## src/usbic_pkg.sv

```systemverilog
// usbic_pkg: constants and carrier types for the usb interrupt enable,
// device address and endpoint selector block.
// assumes an 8-bit special-function-register space on the cpu side.
package usbic_pkg;

	////////////////////////////////////////////////////////////////////////////
	// register offsets in the special-function-register space
	localparam logic [7:0] ADDR_EVT_FLAGS = 8'hbd; // usb event flags
	localparam logic [7:0] ADDR_IRQ_MASK = 8'hbe; // usb_global_irq_mask
	localparam logic [7:0] ADDR_DEV_ADDR = 8'hc6; // usb_device_address
	localparam logic [7:0] ADDR_EP_SEL = 8'hc7; // endpoint_selector
	localparam logic [7:0] ADDR_EP_FIFO = 8'hcf; // selected_endpoint_fifo_data
	localparam logic [7:0] ADDR_EP_CTRL = 8'hd4; // selected_endpoint_control
	localparam logic [7:0] ADDR_EP_CNT_LO = 8'he2; // selected_byte_count_low
	localparam logic [7:0] ADDR_EP_CNT_HI = 8'he3; // selected_byte_count_high

	////////////////////////////////////////////////////////////////////////////
	// field positions and widths; wake, eor, sof and suspend are shared by the event flags and the mask
	localparam int BIT_WAKE = 5; // wake cpu
	localparam int BIT_EOR = 4; // end of bus reset
	localparam int BIT_SOF = 3; // start of frame
	localparam int BIT_SUSP = 0; // suspend
	localparam int BIT_FILTER_EN = 7; // address_filter_enable
	localparam int ADDR_W = 7; // device_address_field width
	localparam int EP_W = 4; // endpoint_number_field width

	// writable bits; all others are reserved and read as zero
	localparam logic [7:0] IRQ_MASK_LIVE = 8'h39;
	localparam logic [7:0] EP_SEL_LIVE = 8'h0f;

	// reset values
	localparam logic [7:0] IRQ_MASK_RST = 8'h10;
	localparam logic [7:0] DEV_ADDR_RST = 8'h00;
	localparam logic [7:0] EP_SEL_RST = 8'h00;
	localparam logic [7:0] EVT_FLAGS_RST = 8'h00;

	////////////////////////////////////////////////////////////////////////////
	// timing: bus idle (j state) time that means suspend
	localparam int CLK_KHZ = 50000; // mclk in khz
	localparam int SUSPEND_IDLE_MS = 3; // idle time in ms
	localparam int SUSPEND_IDLE_CYC = SUSPEND_IDLE_MS * CLK_KHZ; // least time

	////////////////////////////////////////////////////////////////////////////
	// which per-endpoint register an access is steered to
	typedef enum logic [1:0] {
		EPREG_FIFO,
		EPREG_CNT_LO,
		EPREG_CNT_HI,
		EPREG_CTRL
	} usbic_epreg_t;

	// one access forwarded to the selected endpoint's storage
	typedef struct packed {
		logic rd;
		logic wr;
		logic [EP_W-1:0] ep;
		usbic_epreg_t regsel;
		logic [7:0] wdata;
	} usbic_epreq_t;

	// hardware events from the serial interface engine, one-cycle pulses
	typedef struct packed {
		logic wake;
		logic eor;
		logic sof;
	} usbic_evt_t;

endpackage

```

## src/usbic_idle_det.sv

```systemverilog
// usbic_idle_det: counts cycles of continuous bus idle and pulses once
// when the suspend time has been reached.
// assumes bus_idle is synchronous to mclk and already glitch free.
`timescale 1ns/100ps
module usbic_idle_det #(
	parameter int IDLE_CYCLES = usbic_pkg::SUSPEND_IDLE_CYC
) (
	// clock and reset
	input wire logic mclk,
	input wire logic rst_n,
	input wire logic ce,
	// bus state
	input wire logic bus_idle,
	// result
	output logic suspend_pulse
);

	localparam int CW = $clog2(IDLE_CYCLES + 1);
	localparam logic [CW-1:0] LAST = CW'(IDLE_CYCLES - 1);

	logic [CW-1:0] cnt_r; // idle cycles seen so far
	logic fired_r; // suspend already reported for this idle period

	////////////////////////////////////////////////////////////////////////////
	// any non-idle cycle restarts the count; one report per idle period,
	// so a long suspend does not flood the flag with repeated sets
	always_ff @(posedge mclk or negedge rst_n) begin
		if (!rst_n) begin
			cnt_r <= '0;
			fired_r <= 1'b0;
			suspend_pulse <= 1'b0;
		end else if (ce) begin
			suspend_pulse <= 1'b0;
			if (!bus_idle) begin
				cnt_r <= '0;
				fired_r <= 1'b0;
			end else if (!fired_r) begin
				if (cnt_r == LAST) begin
					fired_r <= 1'b1;
					suspend_pulse <= 1'b1;
				end else begin
					cnt_r <= cnt_r + CW'(1);
				end
			end
		end
	end

endmodule

```

## src/usbic_ctrl.sv

```systemverilog
// usbic_ctrl: usb global interrupt mask, event flags, device address with
// address filter, and endpoint selector that steers per-endpoint accesses.
// assumes a cpu special-function-register port synchronous to mclk, and an
// external per-endpoint register bank that answers a forwarded read in the
// same cycle its request is presented.
`timescale 1ns/100ps
module usbic_ctrl #(
	parameter int IDLE_CYCLES = usbic_pkg::SUSPEND_IDLE_CYC,
	parameter int NUM_EP = 7
) (
	// clock, reset, enable
	input wire logic mclk,
	input wire logic rstn,
	input wire logic ce,
	// cpu register port
	input wire logic [7:0] sfr_addr,
	input wire logic sfr_wr,
	input wire logic sfr_rd,
	input wire logic [7:0] sfr_wdata,
	output logic [7:0] sfr_rdata,
	output logic sfr_rvalid,
	// usb events from the serial interface engine
	input wire usbic_pkg::usbic_evt_t usb_evt,
	input wire logic usb_bus_reset,
	input wire logic usb_bus_idle,
	// received token address
	input wire logic tok_valid,
	input wire logic [6:0] tok_addr,
	output logic tok_accept,
	output logic tok_reject,
	// per-endpoint register bank
	output usbic_pkg::usbic_epreq_t ep_req,
	input wire logic [7:0] ep_rdata,
	output logic [3:0] ep_selected,
	// interrupt to the cpu
	output logic usb_irq
);

	////////////////////////////////////////////////////////////////////////////
	// helpers

	// keep only live bits so reserved positions never store a one
	function automatic logic [7:0] live_bits(input logic [7:0] v, input logic [7:0] keep);
		return v & keep;
	endfunction

	// true when the address names one of the per-endpoint registers
	function automatic logic is_ep_addr(input logic [7:0] a);
		return (a == usbic_pkg::ADDR_EP_FIFO) || (a == usbic_pkg::ADDR_EP_CTRL) ||
			(a == usbic_pkg::ADDR_EP_CNT_LO) || (a == usbic_pkg::ADDR_EP_CNT_HI);
	endfunction

	////////////////////////////////////////////////////////////////////////////
	// reset release: asserted at once, released through two flops
	logic rst_s1_r; // first stage, read only by the second
	logic rst_n; // synchronised reset for the rest of the design

	always_ff @(posedge mclk or negedge rstn) begin
		if (!rstn) begin
			rst_s1_r <= 1'b0;
			rst_n <= 1'b0;
		end else begin
			rst_s1_r <= 1'b1;
			rst_n <= rst_s1_r;
		end
	end

	////////////////////////////////////////////////////////////////////////////
	// declarations
	logic [7:0] irq_mask_r; // usb_global_irq_mask
	logic [7:0] evt_flags_r; // sticky event flags
	logic [7:0] evt_flags_nxt;
	logic filter_en_r; // address_filter_enable
	logic [6:0] dev_addr_r; // device_address_field
	logic [3:0] ep_sel_r; // endpoint_number_field
	logic ep_rd_pend_r; // forwarded read awaiting bank data
	logic suspend_pulse; // from the idle detector
	logic [7:0] set_vec; // hardware sets this cycle
	logic wr_flags; // cpu writes the flag register
	usbic_pkg::usbic_epreg_t regsel; // decoded endpoint register

	assign ep_selected = ep_sel_r;

	////////////////////////////////////////////////////////////////////////////
	// suspend detection on long bus idle
	usbic_idle_det #(
		.IDLE_CYCLES(IDLE_CYCLES)
	) u_idle (
		.mclk(mclk),
		.rst_n(rst_n),
		.ce(ce),
		.bus_idle(usb_bus_idle),
		.suspend_pulse(suspend_pulse)
	);

	////////////////////////////////////////////////////////////////////////////
	// global interrupt mask; reserved bits are dropped on write
	always_ff @(posedge mclk or negedge rst_n) begin
		if (!rst_n) begin
			irq_mask_r <= usbic_pkg::IRQ_MASK_RST;
		end else if (ce && sfr_wr && sfr_addr == usbic_pkg::ADDR_IRQ_MASK) begin
			irq_mask_r <= live_bits(sfr_wdata, usbic_pkg::IRQ_MASK_LIVE);
		end
	end

	////////////////////////////////////////////////////////////////////////////
	// event flags: hardware sets, software clears by writing zero
	always_comb begin
		set_vec = '0;
		set_vec[usbic_pkg::BIT_WAKE] = usb_evt.wake;
		set_vec[usbic_pkg::BIT_EOR] = usb_evt.eor;
		set_vec[usbic_pkg::BIT_SOF] = usb_evt.sof;
		set_vec[usbic_pkg::BIT_SUSP] = suspend_pulse;
	end

	assign wr_flags = sfr_wr && sfr_addr == usbic_pkg::ADDR_EVT_FLAGS;

	// a set arriving with the clear wins, so no event is lost
	always_comb begin
		evt_flags_nxt = evt_flags_r;
		if (wr_flags) begin
			evt_flags_nxt = evt_flags_r & sfr_wdata;
		end
		evt_flags_nxt = live_bits(evt_flags_nxt | set_vec, usbic_pkg::IRQ_MASK_LIVE);
	end

	always_ff @(posedge mclk or negedge rst_n) begin
		if (!rst_n) begin
			evt_flags_r <= usbic_pkg::EVT_FLAGS_RST;
		end else if (ce) begin
			evt_flags_r <= evt_flags_nxt;
		end
	end

	////////////////////////////////////////////////////////////////////////////
	// interrupt: any flag whose enable is set; registered for a clean output
	always_ff @(posedge mclk or negedge rst_n) begin
		if (!rst_n) begin
			usb_irq <= 1'b0;
		end else if (ce) begin
			usb_irq <= |(evt_flags_r & irq_mask_r);
		end
	end

	////////////////////////////////////////////////////////////////////////////
	// device address and filter enable; bus reset clears the address
	always_ff @(posedge mclk or negedge rst_n) begin
		if (!rst_n) begin
			filter_en_r <= usbic_pkg::DEV_ADDR_RST[usbic_pkg::BIT_FILTER_EN];
			dev_addr_r <= usbic_pkg::DEV_ADDR_RST[6:0];
		end else if (ce) begin
			if (usb_bus_reset) begin
				// bus reset beats a same-cycle cpu write: the host expects zero
				dev_addr_r <= usbic_pkg::DEV_ADDR_RST[6:0];
			end else if (sfr_wr && sfr_addr == usbic_pkg::ADDR_DEV_ADDR) begin
				dev_addr_r <= sfr_wdata[6:0];
			end
			if (sfr_wr && sfr_addr == usbic_pkg::ADDR_DEV_ADDR) begin
				filter_en_r <= sfr_wdata[usbic_pkg::BIT_FILTER_EN];
			end
		end
	end

	////////////////////////////////////////////////////////////////////////////
	// token address filter; one result pulse per token
	always_ff @(posedge mclk or negedge rst_n) begin
		if (!rst_n) begin
			tok_accept <= 1'b0;
			tok_reject <= 1'b0;
		end else if (ce) begin
			tok_accept <= 1'b0;
			tok_reject <= 1'b0;
			if (tok_valid) begin
				if (!filter_en_r || tok_addr == dev_addr_r) begin
					tok_accept <= 1'b1;
				end else begin
					tok_reject <= 1'b1;
				end
			end
		end
	end

	////////////////////////////////////////////////////////////////////////////
	// endpoint selector; numbers above six are stored but have no bank
	always_ff @(posedge mclk or negedge rst_n) begin
		if (!rst_n) begin
			ep_sel_r <= usbic_pkg::EP_SEL_RST[3:0];
		end else if (ce && sfr_wr && sfr_addr == usbic_pkg::ADDR_EP_SEL) begin
			ep_sel_r <= 4'(live_bits(sfr_wdata, usbic_pkg::EP_SEL_LIVE));
		end
	end

	// map the cpu address onto the per-endpoint register kind
	always_comb begin
		unique case (sfr_addr)
			usbic_pkg::ADDR_EP_CNT_LO: regsel = usbic_pkg::EPREG_CNT_LO;
			usbic_pkg::ADDR_EP_CNT_HI: regsel = usbic_pkg::EPREG_CNT_HI;
			usbic_pkg::ADDR_EP_CTRL: regsel = usbic_pkg::EPREG_CTRL;
			default: regsel = usbic_pkg::EPREG_FIFO;
		endcase
	end

	////////////////////////////////////////////////////////////////////////////
	// forward endpoint accesses, tagged with the selected number;
	// selections at or above NUM_EP are not forwarded, since no bank exists
	always_ff @(posedge mclk or negedge rst_n) begin
		if (!rst_n) begin
			ep_req <= '0;
		end else if (ce) begin
			ep_req.rd <= 1'b0;
			ep_req.wr <= 1'b0;
			if (is_ep_addr(sfr_addr) && 32'(ep_sel_r) < NUM_EP) begin
				ep_req.rd <= sfr_rd;
				ep_req.wr <= sfr_wr;
				ep_req.ep <= ep_sel_r;
				ep_req.regsel <= regsel;
				ep_req.wdata <= sfr_wdata;
			end
		end
	end

	////////////////////////////////////////////////////////////////////////////
	// read path: own registers answer next cycle, endpoint reads two later
	always_ff @(posedge mclk or negedge rst_n) begin
		if (!rst_n) begin
			sfr_rdata <= '0;
			sfr_rvalid <= 1'b0;
			ep_rd_pend_r <= 1'b0;
		end else if (ce) begin
			sfr_rvalid <= 1'b0;
			ep_rd_pend_r <= ep_req.rd;
			if (ep_rd_pend_r) begin
				sfr_rdata <= ep_rdata;
				sfr_rvalid <= 1'b1;
			end else if (sfr_rd && !is_ep_addr(sfr_addr)) begin
				sfr_rvalid <= 1'b1;
				unique case (sfr_addr)
					usbic_pkg::ADDR_IRQ_MASK: sfr_rdata <= irq_mask_r;
					usbic_pkg::ADDR_EVT_FLAGS: sfr_rdata <= evt_flags_r;
					usbic_pkg::ADDR_DEV_ADDR: sfr_rdata <= {filter_en_r, dev_addr_r};
					usbic_pkg::ADDR_EP_SEL: sfr_rdata <= {4'h0, ep_sel_r};
					default: sfr_rdata <= 8'h00; // unmapped reads zero
				endcase
			end else if (sfr_rd && 32'(ep_sel_r) >= NUM_EP) begin
				// no bank behind this selection: answer zero at once
				sfr_rdata <= 8'h00;
				sfr_rvalid <= 1'b1;
			end
		end
	end

	// the bank answers a forwarded endpoint read on ep_rdata in the cycle ep_req.rd is high;
	// sampling it one cycle later relies on the bank holding it steady
	// for the one cycle after the request, which it does through its hold flag

endmodule

```

## config.mk

```make
export PLATFORM = sky130hd
export DESIGN_NAME = usbic_ctrl
export DESIGN_NICKNAME = d
export VERILOG_FILES = /design/src/usbic_pkg.sv /design/src/usbic_idle_det.sv /design/src/usbic_ctrl.sv
export SDC_FILE = /design/constraint.sdc
export NUM_CORES = 1
export LEC_CHECK = 0
export ABC_AREA = 1
export BUFFER_PORTS_ARGS = -buffer_cell sky130_fd_sc_hd__clkbuf_2
export CORE_ASPECT_RATIO = 1.25
export CORE_MARGIN = 4
export CORE_UTILIZATION = 30
export CTS_CLUSTER_SIZE = 16
export DETAILED_ROUTE_END_ITERATION = 10
export GPL_TIMING_DRIVEN = 1
export PLACE_DENSITY = 0.47
export SLEW_MARGIN = 20
export SYNTH_ARGS = -nofsm -noshare
export SYNTH_HDL_FRONTEND = slang
export SYNTH_SLANG_ARGS = --single-unit
```

## constraint.sdc

```tcl
create_clock -name mclk -period 4.56 [get_ports mclk]
set_input_delay 0.228 -clock mclk [delete_from_list [all_inputs] [get_ports mclk]]
set_output_delay 0.228 -clock mclk [all_outputs]
set_load 0.01 [all_outputs]
```

==> metrics.yaml, run 1 <==
status: "finished, final reports clean"
crit_path_start_kind: "flop"
grt-busiest-layer: "met2"
setup_tns_ns: 0
whs_ns: 0.1021
hold_violations: 0
cts_buffers: 9
pwr-share-seq: 0.422
cts-htree-levels: 3
cts_num_sinks: 71
yosysWarnings: 0
final_cell_mix: "206 x nand2_1, 73 x clkbuf_2, 69 x dfrtp_1, 42 x inv_1, 41 x nor2_1"
clk_pin_slew_worst_paths_ns: 0.05
avgViaCountPerCell: 4.479
grt_setup_unrepaired: "no"
fmax_ghz: 0.5472
drtIter0Drc: 153
grt_use_total: 0.1493
crit_arrival_ns: 2.05
finalCritPeriodShare: 0.4008
power_density_nw_per_um2: 341.2
die_area_um2: 14240
grt_use_met1: 0.1834
nets: 622
die_w_um: 107.5
area.growth.synth_to_final_pct: 23.47
clock_skew_ns: 0.008909
instances_no_fill: 748
worst_hold_path_type: "in -> reg"
wirelength_mm: 10.31
max_slew_margin: 0.4433
cts_tree: "built"
multiInputGateArea_um2: 1709
layout-drive-gt1-share: 0.1849
syn-num-nets: 546
pwr-share-clk: 0.513
vias: 3350
clk_path_buf_depth: 2
die_y_um: 132.4
drcViolationCount: 0
required_ns: 4.78
critPathCaptureType: "flop"
setup_viol: 0
placement_rows: 45
overflow: 0
use_met3: 0.02928
power.total_w: 0.001566
n_antenna_cell: 0
p_leak_nw: 2.359
hold_buffers: 1
cts_setup_buffers: 0
worstMarginPinSlew_ns: 0.8350
port_buffers: 73
dp_cells: 731
vdd_drop_max_mv: 0.2070
syn-cell-area_um2: 3716
final.min_clock_period_ns: 1.828
yosys.cell_types.count: 31
dr.pass1.iters: 4
p_comb_frac: 0.065
seqCellArea_um2: 1779
n_fill_cell: 1316
swShare: 0.2261
max_cap_violations: 0
root_buffer: "clkbuf_16"
grt_pass1_vias: 3204
wire_per_inst_um: 13.78
grt_max_degree: 38
crit_fanout: 25
core_um2: 12160
clk_latency_ns: 0.33
grt_pass1_wl_mm: 16.53
p_switching_w: 0.0003540
met2_usage: 0.2604
dp_hpwl_mm: 7.957
initial_core_util: 0.3056
worstSetupPathType: "reg -> reg"
ys_ff_latch: 71
ios: 74
p_int_w: 0.001212
syn_avg_cell_area_um2: 7.388
gp_congestion: 0.8831
post-place-ws_ns: 2.698
ctsResizeCount: 0
final_common_cell: "nand2_1"
synth_cells: 503
slew_violations: 0
antenna_found_initial: 0
antenna_left: 0
setup_slack_ns: 2.732
ys_seq_area_frac: 0.4785
==> cell type report <==
class	instances	share of cell area
clock inverter	6	0.02400
timing repair buffer	75	0.08345
tap	164	0.04472
inverter	46	0.03763
sequential	71	0.3878
multi-input combinational	376	0.3725
clock buffer	10	0.04990
==> worst max-delay path, cell delays in order (launching register included) <==
cell and delay, ns:
dfrtp_1 0.41, ha_1 0.20, nand3_1 0.17, nor2_1 0.18, nand2_1 0.07, nand2_1 0.06
nand2_2 0.06, nand2_4 0.22, inv_2 0.19, nand2_1 0.10, nand2_1 0.05
==> state kept, by name, indices dropped and copies added, names as in the netlist, 4 cells and up <==
signal	count
sfr_rdata	8
evt_flags_r	4
u_idle.cnt_r	18
irq_mask_r	4
dev_addr_r	7
ep_selected	4
ep_req	16
==> metrics by stage <==
step	cell area, um^2	util
after global routing	4588	0.3773
after global placement	4239	0.3486
after detailed placement	4239	0.3486
final	4588	0.3773
after CTS	4588	0.3773
after floorplan	3716	-
==> synthesized netlist by cell type (all sizes together) <==
master / number / area share
nand3: 39 / 0.053
o22ai: 2 / 0.0034
nand2: 210 / 0.22
o31ai: 1 / 0.0020
clkinv: 1 / 0.0010
xnor2: 3 / 0.0071
or2: 1 / 0.0017
dfstp: 1 / 0.0071
dfrtp: 70 / 0.47
nor2: 47 / 0.053
a41oi: 1 / 0.0024
a21oi: 2 / 0.0037
clkbuf: 4 / 0.0040
conb: 1 / 0.0010
xor2: 18 / 0.042
nor3: 8 / 0.013
nand4: 4 / 0.0067
inv: 45 / 0.045
ha: 1 / 0.0034
buf: 6 / 0.011
o21ai: 38 / 0.051
==> cell families after synthesis <==
logic type                 share of synthesized area
other                                       0.001009
buffers and inverters                        0.06161
and+or+nand+nor                               0.3434
DFF                                           0.4785
AOI/OAI and AO/OA                            0.06263
adders and majority gates                   0.003366
xor gates and xnor gates                     0.04950
==> metal layers <==
layer  part of all wire  up-vias
met5                  0        -
met4             0.0060        0
met3              0.052        4
met2               0.51       80
met1               0.43     1541
li1                   -     1725
==> path summary, 6_finish.rpt <==
check	from	end	slack [ns]	cells past startpoint
min in group asynchronous	rstn	rst_s1_r	0.21	2
worst min-delay path	usb_evt[0]	evt_flags_r[3]	0.10	3
max in group asynchronous	rst_n	u_idle.cnt_r[11]	3.23	1
worst min register to register	rst_s1_r	rst_n	0.35	0
worst max-delay path	u_idle.cnt_r[0]	u_idle.cnt_r[8]	2.73	10
worst max register to register	u_idle.cnt_r[0]	u_idle.cnt_r[8]	2.73	10
==> power groups by stage <==
stage | sequential [W] | clock (W) | combinational, W
after floorplan | 0.000674 | 0 | 0.0000538
after global placement | 0.000673 | 0 | 0.000104
after detailed placement | 0.000673 | 0 | 0.000103
after CTS | 0.000662 | 0.000827 | 0.000104
after global routing | 0.000665 | 0.000855 | 0.000115
final | 0.000661 | 0.000803 | 0.000102
Note: power is estimated with default switching activity, not from simulation.
==> inputs of run 2 (changes only) <==
PLACE_DENSITY = 0.48   (was 0.47)
clock period = 1.6 ns   (was 4.56 ns; I/O delays follow)
==> metrics.yaml, run 2 (synthesized netlist as in run 1, its figures left out) <==
status: "finished, final reports clean"
layout-drive-gt1-share: 0.2226
die_y_um: 132.4
worst_hold_path_type: "in -> reg"
multiInputGateArea_um2: 1763
hold_path_startpoint: "ep_rdata[0]"
final_common_cell: "nand2_1"
grt_setup_unrepaired: "yes"
final_cell_mix: "206 x nand2_1, 73 x clkbuf_2, 68 x dfrtp_1, 42 x inv_1, 41 x nor2_1"
setup_tns_ns: 0
drcViolationCount: 0
gp_congestion: 0.8683
clk_latency_ns: 0.34
p_leak_nw: 2.525
die_area_um2: 14240
initial_core_util: 0.3056
clock_skew_ns: 0.007245
r2r-end: "u_idle.cnt_r[0]"
overflow: 0
largest-register: "u_idle.cnt_r"
slew_violations: 0
antenna_left: 0
placement_rows: 45
ios: 74
post-place-ws_ns: 0.01824
required_ns: 1.82
setup_viol: 0
crit_fanout: 13
grt_pass1_wl_mm: 17.50
wire_per_inst_um: 13.79
power_density_nw_per_um2: 898.8
worstHoldEndpoint: "sfr_rdata[0]"
cts_tree: "built"
setup_slack_ns: 0.1130
fmax_ghz: 0.6725
clk_pin_slew_worst_paths_ns: 0.06
reg2reg_from: "u_idle.cnt_r[8]"
drtIter0Drc: 108
grt_pass1_vias: 3551
crit_path_frequent_cell: "nand2_1"
antenna_found_initial: 0
r2r_cells: 10
crit_buf_inv: 1
cts_num_sinks: 71
critPathCaptureType: "flop"
slowest_stage: "dfrtp_1"
crit_family: "simple AND/OR/NAND/NOR gates"
final.min_clock_period_ns: 1.487
seqCellArea_um2: 1780
rrSetupSlack_ns: 0.11
area.growth.synth_to_final_pct: 33.37
n_antenna_cell: 0
n_fill_cell: 1290
vias: 3525
whs_ns: 0.03656
fin_util: 0.4075
reg.largest.list: "u_idle.cnt_r: 18 flops, ep_req: 16 flops, sfr_rdata: 8 flops"
vdd_drop_max_mv: 0.4441
dp_cells: 753
largest_reg_flops: 18
die_w_um: 107.5
path_cells: "nand2_1, nor3_2, nand2_1, nor2_2, nand2_1, nand2_1, nand2_2, nand2_4, buf_4, o21ai_0"
wirelength_mm: 10.81
max_stage_delay_ns: 0.39
worstSetupPathType: "reg -> reg"
crit_arrival_ns: 1.70
min_path_cells: 5
hold_violations: 0
grt_use_total: 0.1581
dp_hpwl_mm: 8.189
avgViaCountPerCell: 4.496
clk_path_buf_depth: 2
port_buffers: 73
grt_max_degree: 48
cts-htree-levels: 3
root_buffer: "clkbuf_16"
dr.pass1.iters: 4
instances_no_fill: 784
nets: 658
max_cap_violations: 0
cts_buffers: 9
core_um2: 12160
finalCritPeriodShare: 0.9294
crit_path_start_kind: "flop"
==> run 2: metrics by stage <==
stage	instance area, um^2	power [W]
6_report	4956	0.004454
5_1_grt	4956	0.004638
4_1_cts	4888	0.004520
3_5_place_dp	4429	0.002256
3_3_place_gp	4429	0.002252
2_1_floorplan	3717	0.002076
==> run 2: worst max path at each step <==
stage                               start                to  cells past startpoint
after floorplan           u_idle.cnt_r[0]  u_idle.cnt_r[16]                      9
after detailed placement   ep_selected[0]      sfr_rdata[1]                      8
after global routing      u_idle.cnt_r[8]   u_idle.cnt_r[2]                     11
final                     u_idle.cnt_r[8]   u_idle.cnt_r[0]                     10
after CTS                 u_idle.cnt_r[0]   u_idle.cnt_r[3]                     10
after global placement     ep_selected[0]      sfr_rdata[2]                      8
==> run 2: what timing repair did <==
| item | CTS | global route |
|---|---|---|
| buffers inserted | 0 | 2 |
| resized for setup | 1 | 10 |
| pin swaps | 0 | 1 |
| setup endpoints to repair | 1 | 26 |
| hold buffers | 13 | 0 |
| endpoints found under the hold margin | 14 | 0 |
==> run 2: tightest hold or removal path, delay by kind of cell <==
family,cells,cell delay (ns)
buf+inv,1,0.08
simple gates,4,0.18
==> run 2: where the power goes <==
part	switching [W]	internal, W
Clock	0.000794	0.00141
Combinational	0.000231	0.000153
Sequential	0.0000343	0.00183
Total	0.00106	0.00339
==> run 2: final cells by class <==
cell class / instances / area share
repair buffers: 111 / 0.1429
clock inverters: 5 / 0.01641
inverters: 46 / 0.03534
clock buffers: 11 / 0.04898
multi-input cells: 376 / 0.3557
flip-flops and latches: 71 / 0.3593
well taps: 164 / 0.04140
==> run 2: layer usage <==
| layer | wire length (um) | GRT usage |
|---|---|---|
| met3 | 574 | 0.03612 |
| met2 | 5458 | 0.2780 |
| met5 | 0 | 0 |
| met1 | 4491 | 0.1795 |
| met4 | 285 | 0.07298 |
==> inputs of run 3 (changes only) <==
CORE_MARGIN = not set   (was 4)
==> metrics.yaml, run 3 (synthesized netlist as in run 1, its figures left out) <==
n_antenna_cell: 0
grt_pass1_vias: 3475
die_y_um: 126.4
drtIter0Drc: 104
root_buffer: "clkbuf_16"
cts_num_sinks: 71
port_buffers: 73
critPathCaptureType: "flop"
final.min_clock_period_ns: 1.525
path_cells: "ha_2, nand3_2, nor2_2, nand2_1, nand2_1, nand2_2, nand2_8, clkbuf_16, o21ai_1"
grt_setup_unrepaired: "yes"
grt_pass1_wl_mm: 16.74
status: "finished, final reports clean"
slowest_stage: "dfrtp_1"
crit_fanout: 7
placement_rows: 45
power_density_nw_per_um2: 827.9
gp_congestion: 0.8890
cts-htree-levels: 3
antenna_left: 0
initial_core_util: 0.3070
cts_tree: "built"
crit_path_start_kind: "flop"
fmax_ghz: 0.6558
hold_violations: 0
setup_tns_ns: 0
fin_util: 0.4130
wire_per_inst_um: 13.25
largest_reg_flops: 18
clock_skew_ns: 0.008976
antenna_found_initial: 0
crit_path_frequent_cell: "nand2_1"
clk_pin_slew_worst_paths_ns: 0.05
crit_arrival_ns: 1.74
setup_viol: 0
vias: 3520
final_cell_mix: "194 x nand2_1, 73 x clkbuf_2, 69 x dfrtp_1, 41 x inv_1, 40 x nor2_1"
setup_slack_ns: 0.07518
grt_use_total: 0.1712
finalCritPeriodShare: 0.9530
ios: 74
vdd_drop_max_mv: 0.3891
cts_buffers: 9
dp_hpwl_mm: 7.983
p_leak_nw: 2.577
dr.pass1.iters: 4
nets: 661
largest-register: "u_idle.cnt_r"
worstSetupPathType: "reg -> reg"
layout-drive-gt1-share: 0.2600
clk_latency_ns: 0.34
core_um2: 12110
max_stage_delay_ns: 0.37
required_ns: 1.82
die_area_um2: 12840
overflow: 0
slew_violations: 0
post-place-ws_ns: -0.008055
area.growth.synth_to_final_pct: 34.55
clk_path_buf_depth: 2
avgViaCountPerCell: 4.473
die_w_um: 101.5
worst_hold_path_type: "in -> reg"
drcViolationCount: 0
wirelength_mm: 10.42
reg.largest.list: "u_idle.cnt_r: 18 flops, ep_req: 16 flops, sfr_rdata: 8 flops"
max_cap_violations: 0
grt_max_degree: 32
final_common_cell: "nand2_1"
run 3: cell count changes in the layout (fill, tap and decap cells not counted), sizes merged:
cell / change
bufinv: -2
clkinv: +3
clkbuf: +1
clkinvlp: -1
dlygate4sd3: -6
buf: +8
run 3: final timing paths:
kind                              endpoint  cells after the start  slack [ns]            start
setup / recovery           u_idle.cnt_r[2]                      9        0.08  u_idle.cnt_r[0]
hold / removal                  tok_accept                      3       0.008        tok_valid
setup reg to reg           u_idle.cnt_r[2]                      9        0.08  u_idle.cnt_r[0]
hold reg to reg                    usb_irq                      0        0.16            rst_n
max in group asynchronous        ep_req[6]                      2        0.79            rst_n
min in group asynchronous         rst_s1_r                      2        0.07             rstn
run 3: cell type report:
| type | count | area (um^2) |
|---|---|---|
| Inverter | 46 | 180.2 |
| Tap cell | 164 | 205.2 |
| Multi-Input combinational cell | 376 | 1789 |
| Clock inverter | 5 | 25.02 |
| Clock buffer | 11 | 242.7 |
| Sequential cell | 71 | 1779 |
| Fill cell | 1276 | 7106 |
| Timing Repair Buffer | 114 | 778.2 |
run 3: power by group:
| group | internal (W) | switching [W] | total (W) |
|---|---|---|---|
| Sequential | 0.00183 | 0.0000365 | 0.00187 |
| Clock | 0.00108 | 0.000768 | 0.00185 |
| Combinational | 0.000178 | 0.000244 | 0.000423 |
run 3: repair_timing:
action                                  in CTS  in global routing
hold buffers                                 7                  0
gates resized for setup                      1                 34
endpoints found under the setup margin       8                 18
endpoints found under the hold margin       10                  0
buffers inserted                             0                  2
cloned                                       0                  1
run 3: worst max-delay path, delay by kind of cell, from the launching register on:
kind	cells	cell delay, ns
AND/OR/NAND/NOR	6	0.62
flip-flops	1	0.37
buffers and inverters	1	0.16
adder cells (fa/ha/maj)	1	0.21
AO/OA/AOI/OAI	1	0.06
run 3: per-layer routing:
metal / routed length [um] / GRT usage
met5: 0 / 0
met4: 212 / 0.07673
met3: 435 / 0.03085
met2: 5295 / 0.2917
met1: 4481 / 0.2078
run 3: per-stage QoR:
stage	total power [W]	hold WS, ns	instance area, um^2	instances
6_report	0.004140	0.008000	5000	787
5_1_grt	0.004314	0.01040	5000	787
4_1_cts	0.004149	0.0008277	4870	784
3_5_place_dp	0.002269	-0.1295	4527	761
3_3_place_gp	0.002267	-0.1336	4527	761
2_1_floorplan	0.002076	-0.2156	3717	503
